### config.mk
export PLATFORM = sky130hd
export DESIGN_NAME = uart_adc_signal_routing
export DESIGN_NICKNAME = d
export VERILOG_FILES = /design/src/hw/routing_pkg.sv /design/src/hw/uart_adc_signal_routing.sv
export SDC_FILE = /design/constraint.sdc
export NUM_CORES = 1
export LEC_CHECK = 0
export CAP_MARGIN = 20
export CORE_ASPECT_RATIO = 0.6
export CORE_MARGIN = 2
export CORE_UTILIZATION = 62
export CTS_CLUSTER_DIAMETER = 200
export CTS_CLUSTER_SIZE = 16
export DETAILED_ROUTE_END_ITERATION = 6
export DONT_BUFFER_PORTS = 1
export PLACE_DENSITY = 0.77
export SLEW_MARGIN = 20
export SYNTH_ARGS = -nofsm -noshare
export SYNTH_HDL_FRONTEND = slang
export SYNTH_SLANG_ARGS = --single-unit
### constraint.sdc
create_clock -name aclk -period 2.1 [get_ports aclk]
set_input_delay 0.42 -clock aclk [delete_from_list [all_inputs] [get_ports aclk]]
set_output_delay 0.42 -clock aclk [all_outputs]
set_load 0.005 [all_outputs]
### src/hw/routing_pkg.sv
// routing option register map, field layout, trigger codes and block state type
`default_nettype none

package routing_pkg;

    // ------------------------------------------------------------------
    // register map
    // ------------------------------------------------------------------
    localparam int ADDR_W = 16;
    localparam logic [15:0] SERIAL_OPT_ADDR = 16'h1010;
    localparam logic [15:0] ADC_OPT_ADDR = 16'h1018;

    // ------------------------------------------------------------------
    // field positions and writable masks
    // ------------------------------------------------------------------
    localparam int SER_ODE_BIT = 16;
    localparam int SER_RX_SRC_BIT = 2;
    localparam int SER_TX_SRC_BIT = 0;
    localparam int ADC_ALT_EN_BIT = 7;
    localparam int ADC_PRE_SEL_BIT = 4;
    localparam int ADC_TRG_SEL_LSB = 0;
    localparam int TRG_SEL_W = 4;
    localparam logic [31:0] SERIAL_OPT_MASK = 32'h0001_0005;
    localparam logic [31:0] ADC_OPT_MASK = 32'h0000_009f;

    // ------------------------------------------------------------------
    // trigger source codes
    // ------------------------------------------------------------------
    localparam logic [3:0] TRG_EXT_PIN = 4'h0;
    localparam logic [3:0] TRG_COMPARATOR = 4'h1;
    localparam logic [3:0] TRG_TMR0_OVF = 4'h8;
    localparam logic [3:0] TRG_TMR1_OVF = 4'h9;
    localparam logic [3:0] TRG_CLK_ALARM = 4'hc;
    localparam logic [3:0] TRG_CLK_SECONDS = 4'hd;
    localparam logic [3:0] TRG_LP_TIMER = 4'he;

    localparam logic [1:0] RESP_OKAY = 2'h0;
    localparam logic [1:0] RESP_SLVERR = 2'h2;
    localparam logic [1:0] SEL_NONE = 2'h0;
    localparam logic [1:0] SEL_SERIAL = 2'h1;
    localparam logic [1:0] SEL_ADC = 2'h2;

    typedef enum logic {WR_IDLE, WR_RESP} wr_state_e;
    typedef enum logic {RD_IDLE, RD_DATA} rd_state_e;

    // on-chip peripheral events, all on the bus clock
    typedef struct packed {
        logic timer_zero_overflow;
        logic timer_one_overflow;
        logic clock_alarm;
        logic clock_seconds;
        logic low_power_timer;
    } trigger_events_s;

    typedef struct packed {
        wr_state_e wr_state;
        logic aw_got;
        logic w_got;
        logic [15:0] awaddr;
        logic [31:0] wdata;
        logic [3:0] wstrb;
        logic [1:0] bresp;
        rd_state_e rd_state;
        logic [31:0] rdata;
        logic [1:0] rresp;
        logic ode;
        logic rx_src;
        logic tx_src;
        logic alt_en;
        logic pre_sel;
        logic [3:0] trg_sel;
        logic [2:0] rx_sync;
        logic rx_filt;
        logic [2:0] ext_sync;
        logic ext_filt;
        logic ch0_d;
        logic ch1_d;
        logic tx_out;
        logic tx_oe_n;
        logic rx_data;
        logic hw_trig;
        logic pre_a;
        logic pre_b;
    } routing_state_s;

    localparam routing_state_s STATE_RESET = '{
        wr_state: WR_IDLE, aw_got: 1'b0, w_got: 1'b0, awaddr: 16'h0000,
        wdata: 32'h0000_0000, wstrb: 4'h0, bresp: 2'h0,
        rd_state: RD_IDLE, rdata: 32'h0000_0000, rresp: 2'h0,
        ode: 1'b0, rx_src: 1'b0, tx_src: 1'b0, alt_en: 1'b0, pre_sel: 1'b0,
        trg_sel: 4'h0, rx_sync: 3'h7, rx_filt: 1'b1, ext_sync: 3'h0,
        ext_filt: 1'b0, ch0_d: 1'b0, ch1_d: 1'b0, tx_out: 1'b1,
        tx_oe_n: 1'b0, rx_data: 1'b1, hw_trig: 1'b0, pre_a: 1'b0,
        pre_b: 1'b0
    };

endpackage : routing_pkg

`default_nettype wire

### src/hw/uart_adc_signal_routing.sv
// serial port and adc trigger routing option registers behind an axi4-lite slave
//
// Function
// - The serial transmit output is open drain when the open-drain enable bit 16 is 1, else a normal push-pull output.
// - The serial receiver takes the receive pin when bit 2 is 0 and the comparator output when it is 1.
// - Transmit bit 0 at 0 sends plain transmit data, at 1 sends it modulated by timer one channel 0.
// - With alternate-trigger bit 7 at 0 the adc hardware trigger comes from timer one channels 0 and 1.
// - In that mode a pre-trigger pulse on select line a precedes timer one channel 0, selecting config a and result a.
// - In that mode a pre-trigger pulse on select line b precedes timer one channel 1, selecting config b and result b.
// - With alternate triggering on, the hardware trigger is the event chosen by the trigger-source field.
// - The pre-trigger select bit 4 has no effect while alternate triggering is off.
// - Alternate triggering on with pre-trigger select 0 asserts select line a.
// - Reserved bits of both registers are read-only and read as zero.
// - Alternate triggering on with pre-trigger select 1 asserts select line b.
// - Trigger codes map 0 pin, 1 comparator, 8 and 9 timer overflows, c alarm, d seconds, e low-power timer; others give none.
`default_nettype none

module uart_adc_signal_routing (
    input wire logic aclk,
    input wire logic aresetn,
    input wire logic [15:0] awaddr,
    input wire logic awvalid,
    output logic awready,
    input wire logic [31:0] wdata,
    input wire logic [3:0] wstrb,
    input wire logic wvalid,
    output logic wready,
    output logic [1:0] bresp,
    output logic bvalid,
    input wire logic bready,
    input wire logic [15:0] araddr,
    input wire logic arvalid,
    output logic arready,
    output logic [31:0] rdata,
    output logic [1:0] rresp,
    output logic rvalid,
    input wire logic rready,
    input wire logic serial_tx_data,
    input wire logic serial_rx_pin,
    output logic serial_rx_data,
    output logic serial_tx_pin_out,
    output logic serial_tx_pin_oe_n,
    input wire logic analog_comparator_out,
    input wire logic timer_one_ch0,
    input wire logic timer_one_ch1,
    input wire logic external_trigger_input,
    input wire routing_pkg::trigger_events_s trigger_events,
    output logic adc_hardware_trigger,
    output logic adc_pretrigger_line_a,
    output logic adc_pretrigger_line_b
);

    // ------------------------------------------------------------------
    // decode helpers
    // ------------------------------------------------------------------
    function automatic logic [1:0] reg_sel(input logic [15:0] addr);
        if (addr == routing_pkg::SERIAL_OPT_ADDR) begin
            return routing_pkg::SEL_SERIAL;
        end else if (addr == routing_pkg::ADC_OPT_ADDR) begin
            return routing_pkg::SEL_ADC;
        end
        return routing_pkg::SEL_NONE;
    endfunction : reg_sel

    function automatic logic [31:0] serial_word(input routing_pkg::routing_state_s s);
        logic [31:0] w;
        w = 32'h0000_0000;
        w[routing_pkg::SER_ODE_BIT] = s.ode;
        w[routing_pkg::SER_RX_SRC_BIT] = s.rx_src;
        w[routing_pkg::SER_TX_SRC_BIT] = s.tx_src;
        return w;
    endfunction : serial_word

    function automatic logic [31:0] adc_word(input routing_pkg::routing_state_s s);
        logic [31:0] w;
        w = 32'h0000_0000;
        w[routing_pkg::ADC_ALT_EN_BIT] = s.alt_en;
        w[routing_pkg::ADC_PRE_SEL_BIT] = s.pre_sel;
        w[routing_pkg::ADC_TRG_SEL_LSB +: routing_pkg::TRG_SEL_W] = s.trg_sel;
        return w;
    endfunction : adc_word

    // byte lanes without a strobe keep their old value
    function automatic logic [31:0] merge(input logic [31:0] old, input logic [31:0] data,
                                          input logic [3:0] strb, input logic [31:0] mask);
        logic [31:0] lanes;
        lanes = {{8{strb[3]}}, {8{strb[2]}}, {8{strb[1]}}, {8{strb[0]}}};
        return ((old & ~lanes) | (data & lanes)) & mask;
    endfunction : merge

    routing_pkg::routing_state_s state_ff;
    routing_pkg::routing_state_s nxt_state;
    logic tx_mod;
    logic sel_trig;
    logic [31:0] new_word;

    // ------------------------------------------------------------------
    // trigger source selection
    // ------------------------------------------------------------------
    always_comb begin
        case (state_ff.trg_sel)
            routing_pkg::TRG_EXT_PIN: sel_trig = state_ff.ext_filt;
            routing_pkg::TRG_COMPARATOR: sel_trig = analog_comparator_out;
            routing_pkg::TRG_TMR0_OVF: sel_trig = trigger_events.timer_zero_overflow;
            routing_pkg::TRG_TMR1_OVF: sel_trig = trigger_events.timer_one_overflow;
            routing_pkg::TRG_CLK_ALARM: sel_trig = trigger_events.clock_alarm;
            routing_pkg::TRG_CLK_SECONDS: sel_trig = trigger_events.clock_seconds;
            routing_pkg::TRG_LP_TIMER: sel_trig = trigger_events.low_power_timer;
            default: sel_trig = 1'b0;
        endcase
    end

    // modulation is a plain gate, so the carrier only appears on ones
    assign tx_mod = state_ff.tx_src ? (serial_tx_data & timer_one_ch0) : serial_tx_data;

    // ------------------------------------------------------------------
    // next state
    // ------------------------------------------------------------------
    always_comb begin
        nxt_state = state_ff;
        new_word = 32'h0000_0000;

        // write: address and data taken in either order, applied once both held
        if (state_ff.wr_state == routing_pkg::WR_IDLE) begin
            if (state_ff.aw_got && state_ff.w_got) begin
                nxt_state.aw_got = 1'b0;
                nxt_state.w_got = 1'b0;
                nxt_state.wr_state = routing_pkg::WR_RESP;
                nxt_state.bresp = routing_pkg::RESP_OKAY;
                case (reg_sel(state_ff.awaddr))
                    routing_pkg::SEL_SERIAL: begin
                        new_word = merge(serial_word(state_ff), state_ff.wdata,
                                         state_ff.wstrb, routing_pkg::SERIAL_OPT_MASK);
                        nxt_state.ode = new_word[routing_pkg::SER_ODE_BIT];
                        nxt_state.rx_src = new_word[routing_pkg::SER_RX_SRC_BIT];
                        nxt_state.tx_src = new_word[routing_pkg::SER_TX_SRC_BIT];
                    end
                    routing_pkg::SEL_ADC: begin
                        new_word = merge(adc_word(state_ff), state_ff.wdata,
                                         state_ff.wstrb, routing_pkg::ADC_OPT_MASK);
                        nxt_state.alt_en = new_word[routing_pkg::ADC_ALT_EN_BIT];
                        nxt_state.pre_sel = new_word[routing_pkg::ADC_PRE_SEL_BIT];
                        nxt_state.trg_sel =
                            new_word[routing_pkg::ADC_TRG_SEL_LSB +: routing_pkg::TRG_SEL_W];
                    end
                    default: nxt_state.bresp = routing_pkg::RESP_SLVERR;
                endcase
            end else begin
                if (awvalid && !state_ff.aw_got) begin
                    nxt_state.aw_got = 1'b1;
                    nxt_state.awaddr = awaddr;
                end
                if (wvalid && !state_ff.w_got) begin
                    nxt_state.w_got = 1'b1;
                    nxt_state.wdata = wdata;
                    nxt_state.wstrb = wstrb;
                end
            end
        end else if (bready) begin
            nxt_state.wr_state = routing_pkg::WR_IDLE;
        end

        // read
        case (state_ff.rd_state)
            routing_pkg::RD_IDLE: begin
                if (arvalid) begin
                    nxt_state.rd_state = routing_pkg::RD_DATA;
                    nxt_state.rresp = routing_pkg::RESP_OKAY;
                    case (reg_sel(araddr))
                        routing_pkg::SEL_SERIAL: nxt_state.rdata = serial_word(state_ff);
                        routing_pkg::SEL_ADC: nxt_state.rdata = adc_word(state_ff);
                        default: begin
                            nxt_state.rdata = 32'h0000_0000;
                            nxt_state.rresp = routing_pkg::RESP_SLVERR;
                        end
                    endcase
                end
            end
            routing_pkg::RD_DATA: begin
                if (rready) begin
                    nxt_state.rd_state = routing_pkg::RD_IDLE;
                end
            end
            default: nxt_state.rd_state = routing_pkg::RD_IDLE;
        endcase

        // pin synchronisers: a change counts once stages two and three agree
        nxt_state.rx_sync = {state_ff.rx_sync[1:0], serial_rx_pin};
        if (state_ff.rx_sync[2] == state_ff.rx_sync[1]) begin
            nxt_state.rx_filt = state_ff.rx_sync[2];
        end
        nxt_state.ext_sync = {state_ff.ext_sync[1:0], external_trigger_input};
        if (state_ff.ext_sync[2] == state_ff.ext_sync[1]) begin
            nxt_state.ext_filt = state_ff.ext_sync[2];
        end

        // serial routing
        nxt_state.rx_data = state_ff.rx_src ? analog_comparator_out : state_ff.rx_filt;
        if (state_ff.ode) begin
            nxt_state.tx_out = 1'b0;
            nxt_state.tx_oe_n = tx_mod;
        end else begin
            nxt_state.tx_out = tx_mod;
            nxt_state.tx_oe_n = 1'b0;
        end

        // adc triggering; channel edge gives the pre-trigger one cycle ahead
        nxt_state.ch0_d = timer_one_ch0;
        nxt_state.ch1_d = timer_one_ch1;
        if (state_ff.alt_en) begin
            nxt_state.hw_trig = sel_trig;
            nxt_state.pre_a = !state_ff.pre_sel;
            nxt_state.pre_b = state_ff.pre_sel;
        end else begin
            nxt_state.pre_a = timer_one_ch0 && !state_ff.ch0_d;
            nxt_state.pre_b = timer_one_ch1 && !state_ff.ch1_d;
            nxt_state.hw_trig = state_ff.ch0_d || state_ff.ch1_d;
        end
    end

    always_ff @(posedge aclk) begin
        if (!aresetn) begin
            state_ff <= routing_pkg::STATE_RESET;
        end else begin
            state_ff <= nxt_state;
        end
    end

    // ------------------------------------------------------------------
    // outputs
    // ------------------------------------------------------------------
    assign awready = (state_ff.wr_state == routing_pkg::WR_IDLE) && !state_ff.aw_got;
    assign wready = (state_ff.wr_state == routing_pkg::WR_IDLE) && !state_ff.w_got;
    assign bvalid = (state_ff.wr_state == routing_pkg::WR_RESP);
    assign bresp = state_ff.bresp;
    assign arready = (state_ff.rd_state == routing_pkg::RD_IDLE);
    assign rvalid = (state_ff.rd_state == routing_pkg::RD_DATA);
    assign rdata = state_ff.rdata;
    assign rresp = state_ff.rresp;
    assign serial_rx_data = state_ff.rx_data;
    assign serial_tx_pin_out = state_ff.tx_out;
    assign serial_tx_pin_oe_n = state_ff.tx_oe_n;
    assign adc_hardware_trigger = state_ff.hw_trig;
    assign adc_pretrigger_line_a = state_ff.pre_a;
    assign adc_pretrigger_line_b = state_ff.pre_b;

    logic pin_level;
    assign pin_level = serial_tx_pin_out | serial_tx_pin_oe_n;
endmodule : uart_adc_signal_routing

`default_nettype wire

=== Yosys cells after proc, flatten, opt, wreduce, memory -nomap -nowiden ===
Cells that the tools add are included.

* Equality and inequality tests: 16
* Multiplexer cells: 35
* Bitwise operators: 10
* Reduce and logical (&&, ||, !) cells: 27

{| class="wikitable"
|+ Operators with widths
! cell !! count
|-
| equality test 16 x 13 -> 1 bit, second input constant || 4
|-
| two-way mux 35 bit || 1
|-
| bitwise AND 17 bit || 2
|-
| case mux 17 bit (2 select lines) || 1
|-
| two-way mux 2 bit || 14
|-
| equality test 4 bit, second input constant || 5
|-
| NOT 17 bit || 1
|-
| bitwise OR 17 bit || 1
|-
| two-way mux 1 bit || 16
|-
| AND reduction 3 bit || 4
|-
| AND reduction 2 bit || 5
|-
| bitwise AND 8 bit || 1
|-
| bitwise OR 8 bit || 1
|-
| logical AND 1 bit || 7
|-
| case mux 1 bit (7 select lines) || 1
|-
| logical NOT 1 bit || 5
|-
| equality test 2 x 1 -> 1 bit, second input constant || 2
|-
| equality test 2 bit, second input constant || 2
|-
| equality test 4 x 1 -> 1 bit, second input constant || 1
|-
| logical NOT 4 bit || 1
|-
| nonzero test 2 bit || 2
|-
| OR reduction 2 bit || 2
|-
| two-way mux 3 bit || 1
|-
| NOT 1 bit || 3
|-
| 4 further kinds || 5
|}

* Register bits: 101
* Bits of input ports: 86
* Output and inout bits: 47
* Logic and storage cells: 116

=== Longest topological paths before layout ===
Gate-level depths: netlist of the first run.

* Depth in word-level cells: 13
* Gate-level depth with buffers: 5
* Depth with buffers taken out: 4

=== Worst setup path before layout of the first run ===
No wires, ideal clock.

* Path kind: reg-to-reg
* Start point: reg state_ff[113] (netlist bit)
* End point: reg (tool-made name)
* Setup time: 120 ps
* Data arrival time: 1468 ps
* Required time: 1980 ps
* Path slack: 512 ps
* Cell stages (with the launch flop): 6
* Path buffers: 1
* Clock period less this slack: 1588 ps
* Cells stage by stage: dfxtp_1 or4_4 or3_1 buf_6 o21ai_1 a21oi_1

{| class="wikitable"
|+ RTL lines
! element !! RTL line !! source
|-
| from (decl) || uart_adc_signal_routing.sv:91 || <nowiki>routing_pkg::routing_state_s state_ff;</nowiki>
|-
| from (signal assigned) || uart_adc_signal_routing.sv:223 || <nowiki>state_ff <= routing_pkg::STATE_RESET;</nowiki>
|-
| from (signal assigned) || uart_adc_signal_routing.sv:225 || <nowiki>state_ff <= nxt_state;</nowiki>
|}

==> results of run 1 <==
## report_power, final
part           internal, mW  leakage (nW)  switching, mW
clock network         0.757         0.118          0.444
registers              1.25         0.515         0.0344
logic                0.0694         0.440          0.108
## cells by family after synthesis
kind of cell | Yosys count | synth area share [%]
AO/OA/AOI/OAI | 65 | 13.2
other | 1 | 0.137
buffers and inverters | 59 | 14.2
multiplexers | 12 | 4.42
AND/OR/NAND/NOR | 115 | 22.2
flip-flops | 63 | 45.9
## cell usage after synthesis, drive strengths merged (2+ instances only)
library cell | count | area (µm²)
nor4b | 3 | 26.3
a21oi | 39 | 195
buf | 40 | 308
nand3 | 3 | 15.0
nand2 | 42 | 158
nand2b | 8 | 50.1
nor2b | 3 | 18.8
dfxtp | 63 | 1260
nor3 | 3 | 20.0
nor3b | 4 | 35.0
nor2 | 20 | 77.6
nor4 | 2 | 27.5
and2 | 7 | 43.8
or3 | 2 | 12.5
mux2i | 11 | 110
a211oi | 2 | 15.0
clkbuf | 11 | 51.3
inv | 8 | 30.0
a32oi | 2 | 17.5
nand4 | 13 | 81.3
o21ai | 16 | 83.8
## final cells by class
| cell class | count | share of cell area, % |
|---|---|---|
| clock inverter | 3 | 2.30 |
| timing repair buffer | 5 | 1.33 |
| clock buffer | 12 | 5.84 |
| multi-input combinational | 219 | 42.2 |
| tap | 60 | 2.66 |
| sequential | 63 | 44.6 |
| inverter | 8 | 1.06 |
## cells in the final DEF, fill, tap and decap left out, drive strengths merged
cell type / count
a2111oi: 1
a211oi: 2
a21oi: 39
a221oi: 1
a32oi: 2
and2: 7
and3: 1
buf: 5
bufinv: 2
clkbuf: 12
clkinv: 1
conb: 27
dfxtp: 63
inv: 8
mux2: 1
mux2i: 11
nand2: 42
nand2b: 8
nand3: 3
nand3b: 1
nand4: 13
nand4b: 1
nor2: 20
nor2b: 3
nor3: 3
nor3b: 4
nor4: 2
nor4b: 3
o211ai: 1
o21ai: 16
o21bai: 1
o22a: 1
o41ai: 1
or3: 2
or3b: 1
or4: 1
## layer usage
metal  share of wire [%]  up-vias  wire [µm]
met5                   0        -          0
met4                 1.3        0         70
met3                 9.6        7        510
met2                  41       93       2150
met1                  48      879       2570
li1                    -     1000          -
## worst paths after layout
path	cells past startpoint	slack (ns)	end
setup / recovery	4	0.36	flop
setup reg to reg	4	0.36	flop
hold / removal	1	0.14	serial_rx_data
hold reg to reg	1	0.41	nxt_state[15]
==> out/qor.yml, run 1 <==
worstSetupPathType: "flop to flop"
met2_usage_pct: 29.2
yosysWarningCount: 0
dr_total_vias: 1979
hold_path.class: "input pin to flop"
setup_viol: 0
critPathRequiredTime_ns: 2.32
clockBufferDepth: 2
fin_crit_ns: 1.74
core_area_mm2: 0.00419
path_buf_inv: 0
peakVddDrop_v: 0.000571
dpl_worst_slack_ns: 0.384
cp_max_fo: 9
cp-end-kind: "flop"
rsz0062_at_grt: "no"
power.density_mw_per_mm2: 941
cts_root_buf: "clkbuf_8"
wl_per_cell_um: 14.3
async_flop_share_pct: 0
crit_path_start: "state_ff[113]"
design_area_mm2: 0.00283
grt-ovfl-total: 0
grt_pass1_vias: 1750
wl_mm: 5.29
io_pins: 133
die_w_um: 89.9
initial_core_util_pct: 65.5
port-buffer-count: 0
track_usage_pct: 21.9
final_antenna_net_count: 0
maxCapViolCount: 0
outcome: "finished clean"
hold_violations: 0
diodes: 0
layout_setup_ws_ns: 0.356
ctsHoldBuffers: 0
grt_pass1_wl_mm: 8.53
startpoint_type: "flop"
drive_above_1_share_pct: 9.03
dr.pass1.iters: 4
grt_max_degree: 26
utilization_pct: 67.5
ys_seq_area_share_pct: 45.9
total_power_mw: 2.66
cts.sink_count: 63
die_area_mm2: 0.00499
use_met1_pct: 30.9
min_from: "aresetn"
holdWs_ns: 0.143
multiInputGateArea_mm2: 0.00119
h-tree-depth: 3
yosysUniqueCellTypes: 43
post-place-cells: 355
fill_cells: 339
fmax_mhz: 573
path_delay_family: "simple AND/OR/NAND/NOR gates"
nets: 392
fin_cells: 370
clkTransAtPathRegs_ns: 0.07
final.setup.tns_ns: 0
gp_congestion: 0.851
syn_area_per_cell_um2: 8.71
ys_seq_elements: 63
reg2reg_from: "state_ff[113]"
cts_setup_buffers: 0
rows: 18
cts_tree: "yes"
finalCritPeriodShare_pct: 83.1
crit_chain: "or4_4, or3_1, o21ai_1, a21oi_1"
relSlewSlack_pct: 59.6
worstPathArrival_ns: 1.97
critPathMaxStageDelay_ns: 0.55
netlist_area_mm2: 0.00275
grt_antenna_before_repair: 0
skew_ns: 0.00562
insertion_delay_ns: 0.34
hpwlAfterDp_mm: 3.90
ctsResizeCount: 0
tightest_slew_ns: 0.597
seq_area_mm2: 0.00126
synth_cells: 315
syn2layout_area_growth_pct: 2.96
busiest_layer: "met1"
cts_buffers: 9
grt_use_met3_pct: 11.6
die_h_um: 55.5
placed_area_mm2: 0.00260
drv_slew: 0
synth_edf_count: 0
power.leakage_nw: 1.07
drtIter0Drc: 131
ys.flop_type: "dfxtp_1"
cp_slowest_cell: "or4_4"
vias_per_cell: 5.35
drc: 0
(Power assumes the default switching activity.)
==> inputs of run 2 (changes only) <==
--- a/config.mk
+++ b/config.mk
@@ -8,12 +8,12 @@
 export CAP_MARGIN = 20
 export CORE_ASPECT_RATIO = 0.6
 export CORE_MARGIN = 2
-export CORE_UTILIZATION = 62
+export CORE_UTILIZATION = 56
 export CTS_CLUSTER_DIAMETER = 200
 export CTS_CLUSTER_SIZE = 16
 export DETAILED_ROUTE_END_ITERATION = 6
 export DONT_BUFFER_PORTS = 1
-export PLACE_DENSITY = 0.77
+export PLACE_DENSITY = 0.73
 export SLEW_MARGIN = 20
 export SYNTH_ARGS = -nofsm -noshare
 export SYNTH_HDL_FRONTEND = slang
==> constraint.sdc (replaced) <==
create_clock -name aclk -period 1.5 [get_ports aclk]
set_input_delay 0.3 -clock aclk [delete_from_list [all_inputs] [get_ports aclk]]
set_output_delay 0.3 -clock aclk [all_outputs]
set_load 0.005 [all_outputs]
==> out/qor.yml, run 2 (synthesized netlist as in run 1, its figures left out) <==
power.leakage_nw: 1.15  # was 1.07 nW
port-buffer-count: 0  # unchanged
nets: 405  # was 392
skew_ns: 0.0101  # was 0.00562 ns
grt_max_degree: 38  # was 26
grt-ovfl-total: 0  # unchanged
hold_path.class: "input pin to flop"  # unchanged
dr.pass1.iters: 5  # was 4
layout_commonest_cell: "dfxtp_1"  # unchanged
placed_area_mm2: 0.00271  # was 0.00260 mm²
swShare_pct: 23.2  # was 22.0%
cp-end-kind: "flop"  # unchanged
multiInputGateArea_mm2: 0.00122  # was 0.00119 mm²
initial_core_util_pct: 59.2  # was 65.5%
finalCritPeriodShare_pct: 110  # was 83.1%
setup_viol: 9  # was 0
p_comb_share_pct: 8.6  # was 6.7%
ctsHoldBuffers: 0  # unchanged
core_area_mm2: 0.00464  # was 0.00419 mm²
hold_violations: 0  # unchanged
p_clk_share_pct: 41.9  # was 45.1%
p_int_mw: 2.79  # was 2.07 mW
grt_pass1_wl_mm: 8.74  # was 8.53 mm
dpl_worst_slack_ns: -0.203  # was 0.384 ns
mostFrequentLayoutCells: "dfxtp_1, nand2_1, a21oi_1"  # unchanged
clkTransAtPathRegs_ns: 0.07  # about the same
layout_setup_ws_ns: -0.148  # was 0.356 ns
insertion_delay_ns: 0.34  # about the same
post-place-cells: 369  # was 355
violations: "setup timing"
dr_total_vias: 2049  # was 1979
vias_per_cell: 5.29  # was 5.35
gp_congestion: 0.862  # was 0.851
die_area_mm2: 0.00550  # was 0.00499 mm²
fill_cells: 396  # was 339
p_seq_share_pct: 49.5  # was 48.2%
hpwlAfterDp_mm: 4.13  # was 3.90 mm
final.setup.tns_ns: -1.12  # was 0 ns
cts.sink_count: 63  # unchanged
drive_above_1_share_pct: 14.5  # was 9.03%
clockBufferDepth: 2  # unchanged
p_sw_mw: 0.839  # was 0.587 mW
peakVddDrop_v: 0.000797  # was 0.000571 V
io_pins: 133  # unchanged
final_antenna_net_count: 0  # unchanged
outcome: "finished with violations"  # was finished clean
fin_crit_ns: 1.65  # was 1.74 ns
maxCapViolCount: 0  # unchanged
power.density_mw_per_mm2: 1220  # was 941 mW/mm²
drv_slew: 0  # unchanged
holdWs_ns: 0.0231  # was 0.143 ns
rows: 19  # was 18
cp_max_fo: 9  # unchanged
fmax_mhz: 607  # was 573 MHz
h-tree-depth: 3  # unchanged
worstSetupPathType: "flop to flop"  # unchanged
die_w_um: 94.4  # was 89.9 µm
cts_root_buf: "clkbuf_8"  # unchanged
syn2layout_area_growth_pct: 8.25  # was 2.96%
worstPathArrival_ns: 1.88  # was 1.97 ns
track_usage_pct: 21.4  # was 21.9%
utilization_pct: 64.1  # was 67.5%
cts_buffers: 9  # unchanged
drc: 0  # unchanged
total_power_mw: 3.62  # was 2.66 mW
seq_area_mm2: 0.00126  # about the same
rsz0062_at_grt: "yes"  # was no
grt_pass1_vias: 1832  # was 1750
drtIter0Drc: 119  # was 131
fin_cells: 387  # was 370
startpoint_type: "flop"  # unchanged
diodes: 0  # unchanged
wl_mm: 5.69  # was 5.29 mm
cts_tree: "yes"  # unchanged
wl_per_cell_um: 14.7  # was 14.3 µm
design_area_mm2: 0.00297  # was 0.00283 mm²
die_h_um: 58.2  # was 55.5 µm
grt_antenna_before_repair: 0  # unchanged
critPathRequiredTime_ns: 1.74  # was 2.32 ns
## run 2: cell count changes in the layout (fill, tap and decap cells not counted), moves of 2 or more
cell,before,now
a21oi_1,39,37
a21oi_2,0,2
buf_12,0,2
buf_4,5,13
buf_6,0,3
## run 2: routing by layer
layer	track usage, %	up-vias	wire [µm]
li1	-	1026	-
met1	29.3	943	2750
met2	29.3	77	2340
met3	11.6	3	567
met4	6.21	0	36
met5	0	-	0
## run 2: layout make-up
class / instances / area share [%]
inverters: 8 / 1.01
clock buffers: 13 / 5.68
repair buffers: 18 / 5.77
multi-input cells: 219 / 41.1
well taps: 63 / 2.65
flip-flops and latches: 63 / 42.5
clock inverters: 3 / 1.35
## run 2: timing repair
item / 4_1_cts / 5_1_grt
endpoints found under the setup margin: 10 / 13
hold endpoints to repair: 0 / 0
setup buffers: 0 / 2
pin swaps: 3 / 3
resized for setup: 5 / 6
## run 2: worst max-delay path, stage by stage (launching register included)
cell	delay, ns
dfxtp_2	0.32
or4_4	0.54
or3_4	0.41
o21ai_1	0.18
a21oi_1	0.08
## run 2: power groups by stage
stage          clock, mW  sequential (mW)  combinational, mW
6_report            1.52             1.79              0.311
5_1_grt             1.63             1.80              0.349
4_1_cts             1.54             1.79              0.305
3_5_place_dp           0             1.83              0.291
3_3_place_gp           0             1.82              0.283
2_1_floorplan          0             1.82              0.273
## run 2: final timing paths
check / startpoint / slack, ns / depth (start not counted) / to
worst max-delay path: state_ff[113] / -0.15 / 4 / flop
worst min-delay path: aresetn / 0.02 / 1 / serial_rx_data
worst max register to register: state_ff[113] / -0.15 / 4 / flop
worst min register to register: nxt_state[14] / 0.42 / 1 / nxt_state[15]
==> inputs of run 3 (changes only) <==
--- a/config.mk
+++ b/config.mk
@@ -5,15 +5,16 @@
 export SDC_FILE = /design/constraint.sdc
 export NUM_CORES = 1
 export LEC_CHECK = 0
+export ABC_AREA = 1
 export CAP_MARGIN = 20
 export CORE_ASPECT_RATIO = 0.6
-export CORE_MARGIN = 2
-export CORE_UTILIZATION = 56
+export CORE_MARGIN = 1
+export CORE_UTILIZATION = 34
 export CTS_CLUSTER_DIAMETER = 200
 export CTS_CLUSTER_SIZE = 16
 export DETAILED_ROUTE_END_ITERATION = 6
 export DONT_BUFFER_PORTS = 1
-export PLACE_DENSITY = 0.73
+export PLACE_DENSITY = 0.49
 export SLEW_MARGIN = 20
 export SYNTH_ARGS = -nofsm -noshare
 export SYNTH_HDL_FRONTEND = slang
==> out/qor.yml, run 3 <==
outcome: "finished clean"  # was finished with violations
maxCapViolCount: 0  # unchanged
worstSetupPathType: "flop to primary output"  # was flop to flop
track_usage_pct: 15.4  # was 21.4%
synth_top_area_share_pct: 44.0  # was 45.9%
grt_antenna_before_repair: 0  # unchanged
dr_total_vias: 2203  # was 2049
p_clk_share_pct: 48.5  # was 41.9%
ctsHoldBuffers: 0  # unchanged
clkTransAtPathRegs_ns: 0.05  # was 0.07 ns
p_comb_share_pct: 7.9  # was 8.6%
synth_cells: 402  # was 315
core_area_mm2: 0.00801  # was 0.00464 mm²
hold_path.class: "input pin to flop"  # unchanged
netlist_area_mm2: 0.00286  # was 0.00275 mm²
cts.sink_count: 63  # unchanged
fmax_mhz: 757  # was 607 MHz
drc: 0  # unchanged
synth.top_cells.by_count: "nor2_1, dfxtp_1, inv_1, nand2_1, o21ai_0"  # was dfxtp_1, nand2_1, a21oi_1, buf_4, nor2_1
grt_max_degree: 45  # was 38
nets: 484  # was 405
drtIter0Drc: 102  # was 119
final_antenna_net_count: 0  # unchanged
placed_area_mm2: 0.00284  # was 0.00271 mm²
hpwlAfterDp_mm: 4.55  # was 4.13 mm
diodes: 0  # unchanged
dr.pass1.iters: 4  # was 5
port-buffer-count: 0  # unchanged
insertion_delay_ns: 0.33  # was 0.34 ns
reg2reg_from: "state_ff[109]"  # was state_ff[113]
cts_setup_buffers: 0  # unchanged
gp_congestion: 0.771  # was 0.862
ys_seq_elements: 63  # unchanged
p_seq_share_pct: 43.6  # was 49.5%
crit_path_start: "state_ff[114]"  # was state_ff[113]
wl_per_cell_um: 12.1  # was 14.7 µm
critPathRequiredTime_ns: 1.20  # was 1.74 ns
wl_mm: 6.19  # was 5.69 mm
vias_per_cell: 4.32  # was 5.29
tightest_slew_ns: 0.666
clockBufferDepth: 2  # unchanged
swShare_pct: 23.0  # was 23.2%
h-tree-depth: 3  # unchanged
power.leakage_nw: 1.41  # was 1.15 nW
hold_violations: 0  # unchanged
rows: 25  # was 19
fill_cells: 855  # was 396
p_sw_mw: 0.973  # was 0.839 mW
mostFrequentLayoutCells: "nor2_1, dfxtp_1, inv_1"  # was dfxtp_1, nand2_1, a21oi_1
die_area_mm2: 0.00881  # was 0.00550 mm²
yosysUniqueCellTypes: 22  # was 43
io_pins: 133  # unchanged
grt-ovfl-total: 0  # unchanged
synth_edf_count: 0  # unchanged
skew_ns: 0.00360  # was 0.0101 ns
finalCritPeriodShare_pct: 88.0  # was 110%
worstPathArrival_ns: 1.02  # was 1.88 ns
synth_area_leaders: "dfxtp_1, nor2_1, buf_4"  # was dfxtp_1, buf_4, a21oi_1
p_int_mw: 3.26  # was 2.79 mW
cp_max_fo: 3  # was 9
syn_area_per_cell_um2: 7.12  # was 8.71 µm²
yosysWarningCount: 0  # unchanged
final.setup.tns_ns: 0  # was -1.12 ns
cts_buffers: 9  # unchanged
grt_pass1_wl_mm: 9.92  # was 8.74 mm
syn2layout_area_growth_pct: 9.74  # was 8.25%
async_flop_share_pct: 0  # unchanged
design_area_mm2: 0.00314  # was 0.00297 mm²
power.density_mw_per_mm2: 1350  # was 1220 mW/mm²
ys_seq_area_share_pct: 44.0  # was 45.9%
cp-end-kind: "primary output"  # was flop
relSlewSlack_pct: 55.5
fin_crit_ns: 1.32  # was 1.65 ns
initial_core_util_pct: 35.8  # was 59.2%
drive_above_1_share_pct: 7.46  # was 14.5%
synth_most_common_cell: "nor2_1"  # was dfxtp_1
synth.largest_area_cell: "dfxtp_1"  # unchanged
ctsResizeCount: 0  # was 5
die_w_um: 120  # was 94.4 µm
cts_root_buf: "clkbuf_16"  # was clkbuf_8
ys.flop_type: "dfxtp_1"  # unchanged
layout_commonest_cell: "nor2_1"  # was dfxtp_1
startpoint_type: "flop"  # unchanged
min_from: "aresetn"  # unchanged
drv_slew: 0  # unchanged
cts_tree: "yes"  # unchanged
setup_viol: 0  # was 9
rsz0062_at_grt: "no"  # was yes
peakVddDrop_v: 0.000508  # was 0.000797 V
grt_pass1_vias: 1964  # was 1832
die_h_um: 73.1  # was 58.2 µm
## run 3: cell count changes after synthesis, moves of 7 or more
cell      previous run  this run
o21ai_1              8         0
mux2i_1             11         0
nand4_1             13         1
a21oi_1             39        30
nand3_1              3        19
o21ai_0              7        39
nand2b_1             8         0
nor2_1              19        77
o21bai_1             1         8
inv_1                8        52
and2_1               7         0
nand2_1             42        51
## run 3: cell families after synthesis
kind of cell / count (synthesis) / share of synthesized area [%]
AO/OA/AOI/OAI: 78 / 14.4
buffers and inverters: 102 / 18.5
flip-flops: 63 / 44.0
other: 1 / 0.131
AND/OR/NAND/NOR: 158 / 22.9
## run 3: final timing paths
| kind | to | slack [ns] | cells past startpoint |
|---|---|---|---|
| worst max-delay path | wready | 0.18 | 3 |
| worst min-delay path | serial_tx_pin_out | 0.07 | 1 |
| worst max register to register | flop | 0.19 | 6 |
| worst min register to register | nxt_state[11] | 0.41 | 2 |
## run 3: routing by layer
| metal | up-vias | track usage, % | share of wire [%] |
|---|---|---|---|
| met3 | 2 | 8.05 | 7.4 |
| met2 | 60 | 19.9 | 38 |
| li1 | 1186 | - | - |
| met5 | - | 0 | 0 |
| met1 | 955 | 21.6 | 54 |
| met4 | 0 | 4.94 | 0.23 |
## run 3: final cells by class
class	count	area [µm²]	share of cell area (%)
Sequential cell	63	1260	40.1
Multi-Input combinational cell	263	1180	37.5
Clock buffer	11	253	8.04
Inverter	53	199	6.33
Tap cell	108	135	4.30
Timing Repair Buffer	8	72.6	2.31
Clock inverter	4	45.0	1.43
## run 3: critical path, stage by stage (launching register included)
cell	delay [ns]
dfxtp_1	0.30
buf_4	0.13
nor2_1	0.13
buf_4	0.13
## run 3: through the flow
step / utilization (%) / instances / power, mW / hold WS [ns] / worst slack (ns)
floorplan: - / 428 / 2.20 / 0.390 / 0.317
global placement: 35.4 / 495 / 2.21 / 0.394 / 0.126
detailed placement: 35.4 / 495 / 2.22 / 0.392 / 0.110
CTS: 39.2 / 510 / 4.30 / 0.0427 / 0.106
global route: 39.3 / 510 / 4.45 / 0.0434 / 0.0309
finish: 39.3 / 510 / 4.24 / 0.0655 / 0.179
## run 3: power by group through the flow
stage	registers [mW]	logic, mW	clock network [mW]
after floorplan	1.86	0.344	0
after global placement	1.88	0.329	0
after detailed placement	1.88	0.335	0
after CTS	1.85	0.337	2.12
after global routing	1.86	0.399	2.20
final	1.85	0.335	2.06
